<file path="src/hw/asp_pkg.sv">
package asp_pkg;

	// ****************************************
	// Register word addresses
	// ****************************************
	localparam logic [15:0] ASP_OFS_COMM_CONTROL  = 16'h7050;
	localparam logic [15:0] ASP_OFS_CONTROL_ONE   = 16'h7051;
	localparam logic [15:0] ASP_OFS_BAUD_HIGH     = 16'h7052;
	localparam logic [15:0] ASP_OFS_BAUD_LOW      = 16'h7053;
	localparam logic [15:0] ASP_OFS_CONTROL_TWO   = 16'h7054;
	localparam logic [15:0] ASP_OFS_RX_STATUS     = 16'h7055;
	localparam logic [15:0] ASP_OFS_RX_EMU_BUFFER = 16'h7056;
	localparam logic [15:0] ASP_OFS_RX_BUFFER     = 16'h7057;
	localparam logic [15:0] ASP_OFS_TX_BUFFER     = 16'h7059;
	localparam logic [15:0] ASP_OFS_FIFO_TX       = 16'h705A;
	localparam logic [15:0] ASP_OFS_FIFO_RX       = 16'h705B;
	localparam logic [15:0] ASP_OFS_FIFO_CTRL     = 16'h705C;
	localparam logic [15:0] ASP_OFS_PRIORITY      = 16'h705F;

	// ****************************************
	// Field positions
	// ****************************************
	localparam int ASP_CCR_STOP2    = 7;
	localparam int ASP_CCR_ODD      = 6;
	localparam int ASP_CCR_PAREN    = 5;
	localparam int ASP_CCR_ADDRMODE = 3;
	localparam int ASP_CCR_LEN_MSB  = 2;
	localparam int ASP_C1_ERRIE     = 6;
	localparam int ASP_C1_SWRSTN    = 5;
	localparam int ASP_C1_TXWAKE    = 3;
	localparam int ASP_C1_SLEEP     = 2;
	localparam int ASP_C1_TXEN      = 1;
	localparam int ASP_C1_RXEN      = 0;
	localparam int ASP_C2_TX_BUFFER_READY     = 7;
	localparam int ASP_C2_TXEMPTY   = 6;
	localparam int ASP_C2_RXIE      = 1;
	localparam int ASP_C2_TXIE      = 0;
	localparam int ASP_RS_ERR       = 7;
	localparam int ASP_RS_RDY       = 6;
	localparam int ASP_RS_BRK       = 5;
	localparam int ASP_RS_FE        = 4;
	localparam int ASP_RS_OE        = 3;
	localparam int ASP_RS_PE        = 2;
	localparam int ASP_RS_WAKE      = 1;
	localparam int ASP_FF_EN        = 7;
	localparam int ASP_FF_OVF       = 7;
	localparam int ASP_FF_RSTN      = 6;
	localparam int ASP_FF_LVL_LSB   = 2;
	localparam int ASP_FF_LVL_MSB   = 4;
	localparam int ASP_FC_ABDDONE   = 7;
	localparam int ASP_FC_ABDCLR    = 6;
	localparam int ASP_FC_ABDEN     = 5;

	// ****************************************
	// Reset values and timing counts
	// ****************************************
	localparam logic [7:0]  ASP_RST_BYTE      = 8'h00;
	localparam logic [7:0]  ASP_RST_FIFO      = 8'h40;
	localparam logic [7:0]  ASP_ALL_ONES      = 8'hFF;
	localparam logic [2:0]  ASP_LEN_MAX       = 3'h7;
	localparam logic [2:0]  ASP_OVS_LAST      = 3'h7;
	localparam logic [2:0]  ASP_MID_PHASE     = 3'h3;
	localparam logic [15:0] ASP_ZERO_RELOAD   = 16'h0001;
	localparam logic [6:0]  ASP_IDLE_WAKE_TCK = 7'h50;
	localparam logic [3:0]  ASP_GAP_LAST      = 4'hA;
	localparam logic [2:0]  ASP_FIFO_DEPTH    = 3'h4;
	localparam logic [2:0]  ASP_ONE_DEEP      = 3'h1;
	localparam int          ASP_ABD_W         = 20;

	typedef enum logic [2:0] {
		ASP_IDLE  = 3'h0,
		ASP_START = 3'h1,
		ASP_DATA  = 3'h3,
		ASP_ADDR  = 3'h2,
		ASP_PAR   = 3'h6,
		ASP_STOP  = 3'h7,
		ASP_GAP   = 3'h5
	} asp_state_t;

	typedef struct packed {
		logic       pe;
		logic       fe;
		logic       brk;
		logic       wake;
		logic [7:0] data;
	} asp_rx_t;

endpackage : asp_pkg

</file>
<file path="src/hw/asp_fifo.sv">
`timescale 1ns/10ps
module asp_fifo import asp_pkg::*; #(
	parameter int W = 8
) (
	input  wire logic         ref_clk,
	input  wire logic         resetn,
	input  wire logic         clr,
	input  wire logic         push,
	input  wire logic         pop,
	input  wire logic [W-1:0] wdata,
	input  wire logic [2:0]   limit,
	output logic      [W-1:0] rdata,
	output logic              full,
	output logic              empty,
	output logic      [2:0]   level
);
	logic [W-1:0] mem_reg [4];
	logic [W-1:0] mem_next [4];
	logic [1:0]   wp_reg, wp_next, rp_reg, rp_next;
	logic [2:0]   cnt_reg, cnt_next;

	assign rdata = mem_reg[rp_reg];
	assign level = cnt_reg;
	assign empty = (cnt_reg == 3'h0);
	assign full  = (cnt_reg >= limit);

	always_comb begin
		mem_next = mem_reg;
		wp_next  = wp_reg;
		rp_next  = rp_reg;
		cnt_next = cnt_reg;
		if (clr) begin
			wp_next  = 2'h0;
			rp_next  = 2'h0;
			cnt_next = 3'h0;
		end else begin
			if (push && !full) begin
				mem_next[wp_reg] = wdata;
				wp_next          = wp_reg + 2'h1;
			end
			if (pop && !empty) begin
				rp_next = rp_reg + 2'h1;
			end
			cnt_next = cnt_reg + {2'h0, push && !full} - {2'h0, pop && !empty};
		end
	end

	always_ff @(posedge ref_clk or negedge resetn) begin
		if (!resetn) begin
			for (int i = 0; i < 4; i++) begin
				mem_reg[i] <= '0;
			end
			wp_reg  <= 2'h0;
			rp_reg  <= 2'h0;
			cnt_reg <= 3'h0;
		end else begin
			mem_reg <= mem_next;
			wp_reg  <= wp_next;
			rp_reg  <= rp_next;
			cnt_reg <= cnt_next;
		end
	end

endmodule : asp_fifo

</file>
<file path="src/hw/asp_serial_port.sv">
`timescale 1ns/10ps
// Behaviour
// - Bit time is 8*(divisor+1) clocks, or 16 clocks when the divisor is zero.
// - The divisor is 16 bits built from the high and low baud byte registers.
// - Frames are a start bit, one to eight data bits, optional parity, one or two stops.
// - Each bit level is held for the whole bit time, except a start bit sent from idle, up to divisor clocks short, or one clock for a zero divisor.
// - Parity, overrun, framing and break conditions each set their own flag.
// - A summary error flag is high whenever overrun, break, or a parity or framing error on the oldest buffered character is present.
// - Address frames are marked either by an idle-line gap or by an extra address bit.
// - Transmitter and receiver have separate enables and may run alone or together.
// - The double-buffered transmitter flags ready when its holding buffer has room.
// - The transmitter flags empty when its shift register holds nothing to send.
// - The double-buffered receiver flags ready when its buffer holds a character.
// - A break on the receive line sets a break flag.
// - Transmit and receive interrupts have separate enables; break is not gated by the receive one.
// - Registers sit in the low byte; the upper byte reads zero and ignores writes.
// - Auto-baud detection and four-entry transmit and receive FIFOs are provided.
module asp_serial_port import asp_pkg::*; (
	input  wire logic        ref_clk,
	input  wire logic        resetn,
	input  wire logic [15:0] bus_addr,
	input  wire logic        bus_wr,
	input  wire logic        bus_rd,
	input  wire logic [15:0] bus_wdata,
	output logic      [15:0] bus_rdata,
	output logic             serial_tx_pin,
	input  wire logic        serial_rx_pin,
	output logic             tx_irq,
	output logic             rx_irq
);
	function automatic logic [7:0] asp_len_mask(input logic [2:0] l);
		return ASP_ALL_ONES >> (ASP_LEN_MAX - l);
	endfunction : asp_len_mask

	// ****************************************
	// Register file
	// ****************************************
	logic [7:0]  ccr_reg, ccr_next, c1_reg, c1_next, bh_reg, bh_next, bl_reg, bl_next;
	logic [7:0]  c2_reg, c2_next, pri_reg, pri_next, fftx_reg, fftx_next, ffrx_reg, ffrx_next;
	logic        abd_en_reg, abd_en_next, abd_done_reg, abd_done_next;
	logic        oe_reg, oe_next, brk_reg, brk_next;
	logic [15:0] rdata_reg, rdata_next;
	logic [7:0]  wb, rd_byte;
	logic        srst, tx_clr, rx_clr, fifo_en;
	logic [2:0]  lim, len;
	logic [15:0] divisor;
	logic        wake_used, abd_cap, oe_set, brk_set;
	logic [15:0] abd_div;

	// Transmit side
	asp_state_t  tx_st_reg, tx_st_next;
	logic [2:0]  tx_ph_reg, tx_ph_next;
	logic [3:0]  tx_bit_reg, tx_bit_next;
	logic [7:0]  tx_sh_reg, tx_sh_next;
	logic        tx_par_reg, tx_par_next, tx_wb_reg, tx_wb_next, tx_pin_reg, tx_pin_next;
	logic        tx_pop, txf_full, txf_empty, tx_rdy;
	logic [7:0]  txf_data;
	logic [2:0]  txf_lvl;

	// Receive side
	asp_state_t  rx_st_reg, rx_st_next;
	logic [2:0]  rx_ph_reg, rx_ph_next, rx_bit_reg, rx_bit_next;
	logic [7:0]  rx_sh_reg, rx_sh_next;
	logic        rx_x_reg, rx_x_next, rx_a_reg, rx_a_next, rx_pe_reg, rx_pe_next;
	logic        rx_prev_reg, rx_wk_reg, rx_wk_next, abd_run_reg, abd_run_next;
	logic [6:0]  idle_reg, idle_next;
	logic [ASP_ABD_W-1:0] abd_cnt_reg, abd_cnt_next;
	logic        rx_push, rx_pop, rxf_full, rxf_empty, line, fall, rise;
	asp_rx_t     rx_ent, rxf_head;
	logic [2:0]  rxf_lvl;
	logic        rx_err;

	// Baud tick
	logic [15:0] bcnt_reg, bcnt_next;
	logic        tick;

	assign wb      = bus_wdata[7:0];
	assign srst    = !c1_reg[ASP_C1_SWRSTN];
	assign tx_clr  = srst || !fftx_reg[ASP_FF_RSTN];
	assign rx_clr  = srst || !ffrx_reg[ASP_FF_RSTN];
	assign fifo_en = fftx_reg[ASP_FF_EN];
	assign lim     = fifo_en ? ASP_FIFO_DEPTH : ASP_ONE_DEEP;
	assign len     = ccr_reg[ASP_CCR_LEN_MSB:0];
	assign divisor = {bh_reg, bl_reg};
	assign abd_div = (abd_cnt_reg[18:3] == 16'h0000) ? 16'h0000 : abd_cnt_reg[18:3] - 16'h0001;

	assign tx_rdy  = !txf_full;
	assign rx_pop  = bus_rd && (bus_addr == ASP_OFS_RX_BUFFER) && !rxf_empty;
	assign rx_err  = (!rxf_empty && (rxf_head.pe || rxf_head.fe)) || oe_reg || brk_reg;
	assign tx_irq  = c2_reg[ASP_C2_TXIE] && tx_rdy;
	assign rx_irq  = (c2_reg[ASP_C2_RXIE] && !rxf_empty) || (c1_reg[ASP_C1_ERRIE] && rx_err);
	assign bus_rdata     = rdata_reg;
	assign serial_tx_pin = tx_pin_reg;

	always_comb begin
		ccr_next      = ccr_reg;
		c1_next       = c1_reg;
		bh_next       = bh_reg;
		bl_next       = bl_reg;
		c2_next       = c2_reg;
		pri_next      = pri_reg;
		fftx_next     = fftx_reg;
		ffrx_next     = ffrx_reg;
		abd_en_next   = abd_en_reg;
		if (bus_wr) begin
			unique case (bus_addr)
				ASP_OFS_COMM_CONTROL: ccr_next  = wb;
				ASP_OFS_CONTROL_ONE:  c1_next   = wb;
				ASP_OFS_BAUD_HIGH:    bh_next   = wb;
				ASP_OFS_BAUD_LOW:     bl_next   = wb;
				ASP_OFS_CONTROL_TWO:  c2_next   = wb;
				ASP_OFS_PRIORITY:     pri_next  = wb;
				ASP_OFS_FIFO_TX:      fftx_next = wb;
				ASP_OFS_FIFO_RX:      ffrx_next = wb;
				ASP_OFS_FIFO_CTRL:    abd_en_next = wb[ASP_FC_ABDEN];
				default: ;
			endcase
		end
		if (wake_used) begin
			c1_next[ASP_C1_TXWAKE] = 1'b0;
		end
		if (abd_cap) begin
			{bh_next, bl_next} = abd_div;
		end
		abd_done_next = abd_cap || (abd_done_reg && !(bus_wr
			&& bus_addr == ASP_OFS_FIFO_CTRL && wb[ASP_FC_ABDCLR]));
		oe_next  = oe_set || (oe_reg && !rx_clr);
		brk_next = brk_set || (brk_reg && !rx_clr);

		rd_byte = ASP_RST_BYTE;
		unique case (bus_addr)
			ASP_OFS_COMM_CONTROL:  rd_byte = ccr_reg;
			ASP_OFS_CONTROL_ONE:   rd_byte = c1_reg;
			ASP_OFS_BAUD_HIGH:     rd_byte = bh_reg;
			ASP_OFS_BAUD_LOW:      rd_byte = bl_reg;
			ASP_OFS_PRIORITY:      rd_byte = pri_reg;
			ASP_OFS_CONTROL_TWO: begin
				rd_byte                 = c2_reg;
				rd_byte[ASP_C2_TX_BUFFER_READY]   = tx_rdy;
				rd_byte[ASP_C2_TXEMPTY] = (tx_st_reg == ASP_IDLE);
			end
			ASP_OFS_RX_STATUS: begin
				rd_byte              = ASP_RST_BYTE;
				rd_byte[ASP_RS_ERR]  = rx_err;
				rd_byte[ASP_RS_RDY]  = !rxf_empty;
				rd_byte[ASP_RS_BRK]  = brk_reg;
				rd_byte[ASP_RS_FE]   = !rxf_empty && rxf_head.fe;
				rd_byte[ASP_RS_OE]   = oe_reg;
				rd_byte[ASP_RS_PE]   = !rxf_empty && rxf_head.pe;
				rd_byte[ASP_RS_WAKE] = !rxf_empty && rxf_head.wake;
			end
			ASP_OFS_RX_EMU_BUFFER, ASP_OFS_RX_BUFFER: rd_byte = rxf_empty ? ASP_RST_BYTE
				: rxf_head.data;
			ASP_OFS_FIFO_TX: begin
				rd_byte = fftx_reg;
				rd_byte[ASP_FF_LVL_MSB:ASP_FF_LVL_LSB] = txf_lvl;
			end
			ASP_OFS_FIFO_RX: begin
				rd_byte = ffrx_reg;
				rd_byte[ASP_FF_OVF] = oe_reg;
				rd_byte[ASP_FF_LVL_MSB:ASP_FF_LVL_LSB] = rxf_lvl;
			end
			ASP_OFS_FIFO_CTRL: begin
				rd_byte = ASP_RST_BYTE;
				rd_byte[ASP_FC_ABDDONE] = abd_done_reg;
				rd_byte[ASP_FC_ABDEN]   = abd_en_reg;
			end
			default: rd_byte = ASP_RST_BYTE;
		endcase
		rdata_next = bus_rd ? {ASP_RST_BYTE, rd_byte} : rdata_reg;
	end

	always_ff @(posedge ref_clk or negedge resetn) begin
		if (!resetn) begin
			ccr_reg      <= ASP_RST_BYTE;
			c1_reg       <= ASP_RST_BYTE;
			bh_reg       <= ASP_RST_BYTE;
			bl_reg       <= ASP_RST_BYTE;
			c2_reg       <= ASP_RST_BYTE;
			pri_reg      <= ASP_RST_BYTE;
			fftx_reg     <= ASP_RST_FIFO;
			ffrx_reg     <= ASP_RST_FIFO;
			abd_en_reg   <= 1'b0;
			abd_done_reg <= 1'b0;
			oe_reg       <= 1'b0;
			brk_reg      <= 1'b0;
			rdata_reg    <= 16'h0000;
		end else begin
			ccr_reg      <= ccr_next;
			c1_reg       <= c1_next;
			bh_reg       <= bh_next;
			bl_reg       <= bl_next;
			c2_reg       <= c2_next;
			pri_reg      <= pri_next;
			fftx_reg     <= fftx_next;
			ffrx_reg     <= ffrx_next;
			abd_en_reg   <= abd_en_next;
			abd_done_reg <= abd_done_next;
			oe_reg       <= oe_next;
			brk_reg      <= brk_next;
			rdata_reg    <= rdata_next;
		end
	end

	// ****************************************
	// Buffers
	// ****************************************
	asp_fifo #(.W(8)) u_txf (
		.ref_clk (ref_clk),
		.resetn  (resetn),
		.clr     (tx_clr),
		.push    (bus_wr && bus_addr == ASP_OFS_TX_BUFFER),
		.pop     (tx_pop),
		.wdata   (wb),
		.limit   (lim),
		.rdata   (txf_data),
		.full    (txf_full),
		.empty   (txf_empty),
		.level   (txf_lvl)
	);

	asp_fifo #(.W($bits(asp_rx_t))) u_rxf (
		.ref_clk (ref_clk),
		.resetn  (resetn),
		.clr     (rx_clr),
		.push    (rx_push),
		.pop     (rx_pop),
		.wdata   (rx_ent),
		.limit   (lim),
		.rdata   (rxf_head),
		.full    (rxf_full),
		.empty   (rxf_empty),
		.level   (rxf_lvl)
	);

	// ****************************************
	// Oversample tick, eight per bit
	// ****************************************
	assign tick = (bcnt_reg == 16'h0000);

	always_comb begin
		bcnt_next = bcnt_reg - 16'h0001;
		if (srst) begin
			bcnt_next = 16'h0000;
		end else if (tick) begin
			bcnt_next = (divisor == 16'h0000) ? ASP_ZERO_RELOAD : divisor;
		end
	end

	// ****************************************
	// Transmitter
	// ****************************************
	always_comb begin
		tx_st_next  = tx_st_reg;
		tx_ph_next  = tx_ph_reg;
		tx_bit_next = tx_bit_reg;
		tx_sh_next  = tx_sh_reg;
		tx_par_next = tx_par_reg;
		tx_wb_next  = tx_wb_reg;
		tx_pop      = 1'b0;
		wake_used   = 1'b0;
		unique case (tx_st_reg)
			ASP_IDLE: begin
				if (c1_reg[ASP_C1_TXEN] && !txf_empty) begin
					tx_pop      = 1'b1;
					wake_used   = 1'b1;
					tx_sh_next  = txf_data;
					tx_par_next = ^(txf_data & asp_len_mask(len)) ^ ccr_reg[ASP_CCR_ODD];
					tx_wb_next  = c1_reg[ASP_C1_TXWAKE];
					tx_ph_next  = 3'h0;
					tx_bit_next = 4'h0;
					tx_st_next  = (!ccr_reg[ASP_CCR_ADDRMODE] && c1_reg[ASP_C1_TXWAKE])
						? ASP_GAP : ASP_START;
				end
			end
			ASP_GAP, ASP_START, ASP_DATA, ASP_ADDR, ASP_PAR, ASP_STOP: begin
				if (tick) begin
					tx_ph_next = tx_ph_reg + 3'h1;
					if (tx_ph_reg == ASP_OVS_LAST) begin
						unique case (tx_st_reg)
							ASP_GAP: begin
								tx_bit_next = tx_bit_reg + 4'h1;
								if (tx_bit_reg == ASP_GAP_LAST) begin
									tx_bit_next = 4'h0;
									tx_st_next  = ASP_START;
								end
							end
							ASP_START: tx_st_next = ASP_DATA;
							ASP_DATA: begin
								tx_sh_next  = {1'b0, tx_sh_reg[7:1]};
								tx_bit_next = tx_bit_reg + 4'h1;
								if (tx_bit_reg[2:0] == len) begin
									tx_bit_next = 4'h0;
									tx_st_next  = ccr_reg[ASP_CCR_ADDRMODE] ? ASP_ADDR
										: ccr_reg[ASP_CCR_PAREN] ? ASP_PAR : ASP_STOP;
								end
							end
							ASP_ADDR: tx_st_next = ccr_reg[ASP_CCR_PAREN] ? ASP_PAR : ASP_STOP;
							ASP_PAR:  tx_st_next = ASP_STOP;
							default: begin
								if (tx_bit_reg == 4'h0 && ccr_reg[ASP_CCR_STOP2]) begin
									tx_bit_next = 4'h1;
								end else begin
									tx_st_next = ASP_IDLE;
								end
							end
						endcase
					end
				end
			end
			default: tx_st_next = ASP_IDLE;
		endcase
		if (tx_clr) begin
			tx_st_next = ASP_IDLE;
		end
		unique case (tx_st_next)
			ASP_START: tx_pin_next = 1'b0;
			ASP_DATA:  tx_pin_next = tx_sh_next[0];
			ASP_ADDR:  tx_pin_next = tx_wb_next;
			ASP_PAR:   tx_pin_next = tx_par_next;
			default:   tx_pin_next = 1'b1;
		endcase
	end

	// ****************************************
	// Receiver and auto-baud
	// ****************************************
	assign line = serial_rx_pin;
	assign fall = rx_prev_reg && !line;
	assign rise = !rx_prev_reg && line;

	always_comb begin
		rx_st_next   = rx_st_reg;
		rx_ph_next   = rx_ph_reg;
		rx_bit_next  = rx_bit_reg;
		rx_sh_next   = rx_sh_reg;
		rx_x_next    = rx_x_reg;
		rx_a_next    = rx_a_reg;
		rx_pe_next   = rx_pe_reg;
		rx_wk_next   = rx_wk_reg;
		idle_next    = idle_reg;
		rx_push      = 1'b0;
		oe_set       = 1'b0;
		brk_set      = 1'b0;
		rx_ent.data  = rx_sh_reg >> (ASP_LEN_MAX - len);
		rx_ent.fe    = !line;
		rx_ent.pe    = ccr_reg[ASP_CCR_PAREN] && rx_pe_reg;
		rx_ent.brk   = !line && !rx_a_reg && (rx_ent.data == ASP_RST_BYTE)
			&& !(ccr_reg[ASP_CCR_PAREN] && (rx_pe_reg ^ rx_x_reg));
		rx_ent.wake  = ccr_reg[ASP_CCR_ADDRMODE] ? rx_a_reg : rx_wk_reg;
		unique case (rx_st_reg)
			ASP_IDLE: begin
				if (!line) begin
					idle_next = 7'h00;
				end else if (tick && idle_reg != ASP_IDLE_WAKE_TCK) begin
					idle_next = idle_reg + 7'h01;
				end
				if (fall && c1_reg[ASP_C1_RXEN]) begin
					rx_st_next = ASP_START;
					rx_ph_next = 3'h0;
					rx_wk_next = (idle_reg == ASP_IDLE_WAKE_TCK);
					rx_x_next  = ccr_reg[ASP_CCR_ODD];
					rx_a_next  = 1'b0;
					rx_pe_next = 1'b0;
				end
			end
			ASP_START, ASP_DATA, ASP_ADDR, ASP_PAR, ASP_STOP: begin
				if (tick) begin
					rx_ph_next = rx_ph_reg + 3'h1;
					if (rx_ph_reg == ASP_MID_PHASE) begin
						unique case (rx_st_reg)
							ASP_START: if (line) rx_st_next = ASP_IDLE;
							ASP_DATA: begin
								rx_sh_next = {line, rx_sh_reg[7:1]};
								rx_x_next  = rx_x_reg ^ line;
							end
							ASP_ADDR: rx_a_next  = line;
							ASP_PAR:  rx_pe_next = rx_x_reg ^ line;
							default: begin
								rx_st_next = ASP_IDLE;
								idle_next  = 7'h00;
								brk_set    = rx_ent.brk;
								if (!c1_reg[ASP_C1_SLEEP] || rx_ent.wake) begin
									rx_push = !rxf_full;
									oe_set  = rxf_full;
								end
							end
						endcase
					end else if (rx_ph_reg == ASP_OVS_LAST) begin
						unique case (rx_st_reg)
							ASP_START: begin
								rx_st_next  = ASP_DATA;
								rx_bit_next = 3'h0;
							end
							ASP_DATA: begin
								rx_bit_next = rx_bit_reg + 3'h1;
								if (rx_bit_reg == len) begin
									rx_st_next = ccr_reg[ASP_CCR_ADDRMODE] ? ASP_ADDR
										: ccr_reg[ASP_CCR_PAREN] ? ASP_PAR : ASP_STOP;
								end
							end
							ASP_ADDR: rx_st_next = ccr_reg[ASP_CCR_PAREN] ? ASP_PAR : ASP_STOP;
							ASP_PAR:  rx_st_next = ASP_STOP;
							default: ;
						endcase
					end
				end
			end
			default: rx_st_next = ASP_IDLE;
		endcase
		if (rx_clr) begin
			rx_st_next = ASP_IDLE;
		end

		abd_run_next = abd_run_reg;
		abd_cnt_next = abd_cnt_reg + {{(ASP_ABD_W-1){1'b0}}, 1'b1};
		abd_cap      = 1'b0;
		if (!abd_en_reg || abd_done_reg || srst) begin
			abd_run_next = 1'b0;
		end else if (fall) begin
			abd_run_next = 1'b1;
			abd_cnt_next = '0;
		end else if (abd_run_reg && rise) begin
			abd_run_next = 1'b0;
			abd_cap      = 1'b1;
		end
	end

	always_ff @(posedge ref_clk or negedge resetn) begin
		if (!resetn) begin
			bcnt_reg    <= 16'h0000;
			tx_st_reg   <= ASP_IDLE;
			tx_ph_reg   <= 3'h0;
			tx_bit_reg  <= 4'h0;
			tx_sh_reg   <= ASP_RST_BYTE;
			tx_par_reg  <= 1'b0;
			tx_wb_reg   <= 1'b0;
			tx_pin_reg  <= 1'b1;
			rx_st_reg   <= ASP_IDLE;
			rx_ph_reg   <= 3'h0;
			rx_bit_reg  <= 3'h0;
			rx_sh_reg   <= ASP_RST_BYTE;
			rx_x_reg    <= 1'b0;
			rx_a_reg    <= 1'b0;
			rx_pe_reg   <= 1'b0;
			rx_wk_reg   <= 1'b0;
			rx_prev_reg <= 1'b1;
			idle_reg    <= 7'h00;
			abd_run_reg <= 1'b0;
			abd_cnt_reg <= '0;
		end else begin
			bcnt_reg    <= bcnt_next;
			tx_st_reg   <= tx_st_next;
			tx_ph_reg   <= tx_ph_next;
			tx_bit_reg  <= tx_bit_next;
			tx_sh_reg   <= tx_sh_next;
			tx_par_reg  <= tx_par_next;
			tx_wb_reg   <= tx_wb_next;
			tx_pin_reg  <= tx_pin_next;
			rx_st_reg   <= rx_st_next;
			rx_ph_reg   <= rx_ph_next;
			rx_bit_reg  <= rx_bit_next;
			rx_sh_reg   <= rx_sh_next;
			rx_x_reg    <= rx_x_next;
			rx_a_reg    <= rx_a_next;
			rx_pe_reg   <= rx_pe_next;
			rx_wk_reg   <= rx_wk_next;
			rx_prev_reg <= line;
			idle_reg    <= idle_next;
			abd_run_reg <= abd_run_next;
			abd_cnt_reg <= abd_cnt_next;
		end
	end

endmodule : asp_serial_port

</file>
<file path="config.mk">
export PLATFORM = sky130hd
export DESIGN_NAME = asp_serial_port
export DESIGN_NICKNAME = d
export VERILOG_FILES = /design/src/hw/asp_pkg.sv /design/src/hw/asp_fifo.sv /design/src/hw/asp_serial_port.sv
export SDC_FILE = /design/constraint.sdc
export NUM_CORES = 1
export LEC_CHECK = 0
export ABC_AREA = 1
export BUFFER_PORTS_ARGS = -buffer_cell sky130_fd_sc_hd__buf_2
export CORE_ASPECT_RATIO = 1.25
export CORE_MARGIN = 2
export CORE_UTILIZATION = 50
export DETAILED_ROUTE_END_ITERATION = 12
export GPL_ROUTABILITY_DRIVEN = 1
export MAX_ROUTING_LAYER = met4
export PLACE_DENSITY_LB_ADDON = 0.05
export SETUP_SLACK_MARGIN = 0.02
export SKIP_LAST_GASP = 1
export SYNTH_ARGS = -nofsm -noshare
export SYNTH_HDL_FRONTEND = slang
export SYNTH_SLANG_ARGS = --single-unit
export TNS_END_PERCENT = 100
</file>
<file path="constraint.sdc">
create_clock -name ref_clk -period 2.85 [get_ports ref_clk]
set_input_delay 0.1425 -clock ref_clk [delete_from_list [all_inputs] [get_ports ref_clk]]
set_output_delay 0.1425 -clock ref_clk [all_outputs]
set_load 0.1 [all_outputs]
</file>
==> insert_results.sql <==
INSERT INTO impl_metrics (metric_group, metric, value, unit) VALUES
('route', 'routed_wire_length_per_instance', '17.36', 'um'),
('placement', 'dp.final_hpwl', '26560', 'um'),
('die', 'num_rows', '66', ''),
('die', 'top_level_ports', '56', ''),
('power', 'power.leakage', '7.082', 'nW'),
('die', 'start_util', '50.97', '%'),
('layout', 'layout.cells.most_common', 'sky130_fd_sc_hd__nand2_1', ''),
('layout', 'post_route_utilization', '57.07', '%'),
('placement', 'place.detailed.instances', '2030', ''),
('route', 'drt_first_pass_iters', '7', ''),
('clocking', 'cts.root.buffer_cell', 'sky130_fd_sc_hd__clkbuf_16', ''),
('timing', 'fmax', '0.3769', 'GHz'),
('layout', 'drive_above_1_share', '10.60', '%'),
('layout', 'antenna-diode-count', '0', ''),
('route', 'vias_per_cell', '5.359', ''),
('power', 'power_report.internal_total', '5.757', 'mW'),
('power', 'vdd.ir_drop.worst', '0.4900', 'mV'),
('clocking', 'clkLatencyLatePin', '0.55', 'ns'),
('hold_path', 'hp-class', 'input pin to flip-flop', ''),
('synth', 'syn_area_per_cell', '7.950', 'sq um'),
('run_status', 'status', 'finished, final reports clean', ''),
('timing', 'fin_worst_skew', '0.01069', 'ns'),
('placement', 'dp_worst_setup_slack', '0.3415', 'ns'),
('synth', 'synth_cell_type_count', '61', ''),
('timing', 'final.setup.tns', '0', 'ns'),
('critical_path', 'critical_path.endpoint', 'rx_irq', ''),
('timing', 'report.final.slew_viol_count', '0', ''),
('clocking', 'cts.sinks', '243', ''),
('route', 'ant_nets', '0', ''),
('clocking', 'tritoncts_clock_tree', 'yes', ''),
('route', 'total_wirelength', '36220', 'um'),
('layout', 'largest_register_ffs', '44', ''),
('power', 'sequentialPowerShare', '46.9', '%'),
('placement', 'globalplace.congestion', '0.9596', ''),
('synth', 'synth-seq-cells', '243', ''),
('power', 'power_switching', '1.739', 'mW'),
('critical_path', 'worstRegToRegCells', '9', ''),
('global_route', 'wire_length_of_the_first_global_routing_pass', '59090', 'um'),
('die', 'die_height', '186.4', 'um'),
('global_route', 'global_routing_met1_resource_utilization', '35.49', '%'),
('clocking', 'clk_pin_slew_worst_paths', '0.06', 'ns'),
('layout', 'multi_input_combinational_cell_area', '6156', 'sq um'),
('timing', 'timing.final.setup_violations', '0', ''),
('die', 'core_area', '26100', 'sq um'),
('placement', 'placed_area', '13890', 'sq um'),
('die', 'die_x', '149.9', 'um'),
('timing', 'final_period_minus_worst_setup_slack', '2.653', 'ns'),
('synth', 'synth-edff-count', '0', ''),
('placement', 'port_buffers', '39', ''),
('global_route', 'grt_max_degree', '79', ''),
('die', 'dieArea', '27930', 'sq um'),
('critical_path', 'cp.required', '2.71', 'ns'),
('route', 'drt_iter0_drc', '691', ''),
('layout', 'final-seq-area', '6087', 'sq um'),
('critical_path', 'worstSetupPathType', 'flip-flop to output port', ''),
('global_route', 'grt_util_all_layers', '27.34', '%'),
('flow_run', 'count_of_max_cap_constraint_violations', '0', ''),
('synth', 'share_of_yosys_cell_area_claimed_by_the_top_area_cell_type', '44.97', '%'),
('synth', 'synth_sequential_area_ratio', '45.76', '%'),
('clocking', 'max-clock-path-buffers', '3', ''),
('critical_path', 'crit-reg2reg-capture', 'u_txf.level[1]$_DFF_PN0_', ''),
('layout', 'area_growth_syn_to_layout', '11.98', '%'),
('timing', 'hold_viol_final', '0', ''),
('synth', 'post-synth-top-area-cell', 'sky130_fd_sc_hd__dfrtp_1', ''),
('critical_path', 'timing.critical_path.from', 'u_rxf.rp_reg[0]$_DFFE_PN0P_', ''),
('critical_path', 'worst_ep_arrival_time', '2.51', 'ns'),
('power', 'clkPwrFrac', '48.9', '%'),
('critical_path', 'critical_path.reg2reg.startpoint', 'fftx_reg[7]$_DFFE_PN0P_', ''),
('timing', 'setup_ws', '0.1970', 'ns'),
('layout', 'layout_common_cells', '385 x sky130_fd_sc_hd__nand2_1, 238 x sky130_fd_sc_hd__dfrtp_1, 165 x sky130_fd_sc_hd__inv_1', ''),
('global_route', 'antenna_found_initial', '0', '');
-- power by group through the flow --
stage	logic [mW]	clock network [mW]	registers (mW)
6_report	0.319	3.66	3.51
3_3_place_gp	0.317	0	3.57
3_5_place_dp	0.319	0	3.58
2_1_floorplan	0.176	0	3.56
5_1_grt	0.359	3.88	3.51
4_1_cts	0.327	3.74	3.51
-- worst min path at each step --
stage	slack (ns)	startpoint	endpoint	cells after the start
after detailed placement	0.18	resetn	idle_reg[5]$_DFFE_PN0P_	1
after floorplan	-0.15	resetn	abd_cnt_reg[0]$_DFF_PN0_	0
after CTS	0.07	bus_addr[0]	u_rxf.rp_reg[0]$_DFFE_PN0P_	5
final	0.1	bus_addr[3]	u_txf.wp_reg[1]$_DFFE_PN0P_	5
after global placement	0.18	resetn	idle_reg[3]$_DFFE_PN0P_	1
after global routing	0.11	bus_addr[3]	u_txf.wp_reg[1]$_DFFE_PN0P_	5
-- final cells by class --
class,instances,area share [%]
multi-input combinational,1180,41.33
tap,340,2.856
timing repair buffer,77,3.663
sequential,243,40.87
clock buffer,41,5.629
inverter,196,4.940
clock inverter,9,0.7057
-- repair_timing --
action / in CTS / in global routing
endpoints found under the hold margin: 88 / 0
pin swaps: 0 / 0
resized for setup: 1 / 1
hold buffers: 6 / 0
endpoints found under the setup margin: 1 / 1
buffers inserted: 0 / 0
-- cell usage after synthesis, types with 15 or more instances --
library cell	number
sky130_fd_sc_hd__nand3_1	80
sky130_fd_sc_hd__nand4_1	19
sky130_fd_sc_hd__a21oi_1	60
sky130_fd_sc_hd__ha_1	31
sky130_fd_sc_hd__o22ai_1	21
sky130_fd_sc_hd__o21ai_1	124
sky130_fd_sc_hd__inv_2	24
sky130_fd_sc_hd__buf_2	18
sky130_fd_sc_hd__nand2_1	385
sky130_fd_sc_hd__a31oi_1	15
sky130_fd_sc_hd__o21a_1	29
sky130_fd_sc_hd__o21ai_0	94
sky130_fd_sc_hd__dfrtp_1	239
sky130_fd_sc_hd__nor3_1	27
sky130_fd_sc_hd__clkbuf_1	23
sky130_fd_sc_hd__xor2_1	21
sky130_fd_sc_hd__inv_1	165
sky130_fd_sc_hd__xnor2_1	16
sky130_fd_sc_hd__nor2_1	160
-- critical path, cell delays in order, from the launching register on --
cell                      delay (ns)
sky130_fd_sc_hd__dfrtp_2        0.51
sky130_fd_sc_hd__inv_1          0.21
sky130_fd_sc_hd__o21ai_0        0.11
sky130_fd_sc_hd__o22a_1         0.22
sky130_fd_sc_hd__nand2_1        0.09
sky130_fd_sc_hd__nand2_1        0.07
sky130_fd_sc_hd__nand3_1        0.09
sky130_fd_sc_hd__nand2_1        0.07
sky130_fd_sc_hd__o21ai_0        0.20
sky130_fd_sc_hd__buf_4          0.38
-- metal layers --
layer  vias to the layer above  share of wire [%]
met4                         0                2.5
li1                       5607                  -
met3                        54                4.1
met5                         -                  0
met2                       230                 49
met1                      5287                 44
-- cells by family (layout without fill, tap and decap cells) --
group	Yosys count	count (layout)	share of synthesized area, %
xor gates and xnor gates	37	37	2.436
and+or+nand+nor	724	724	24.37
AOI/OAI and AO/OA	377	377	15.96
buffers and inverters	257	323	8.156
other	1	8	0.02819
adders and majority gates	33	33	3.217
DFF	243	243	45.76
muxes	1	1	0.07526
Note: power is estimated with default switching activity, not from simulation.
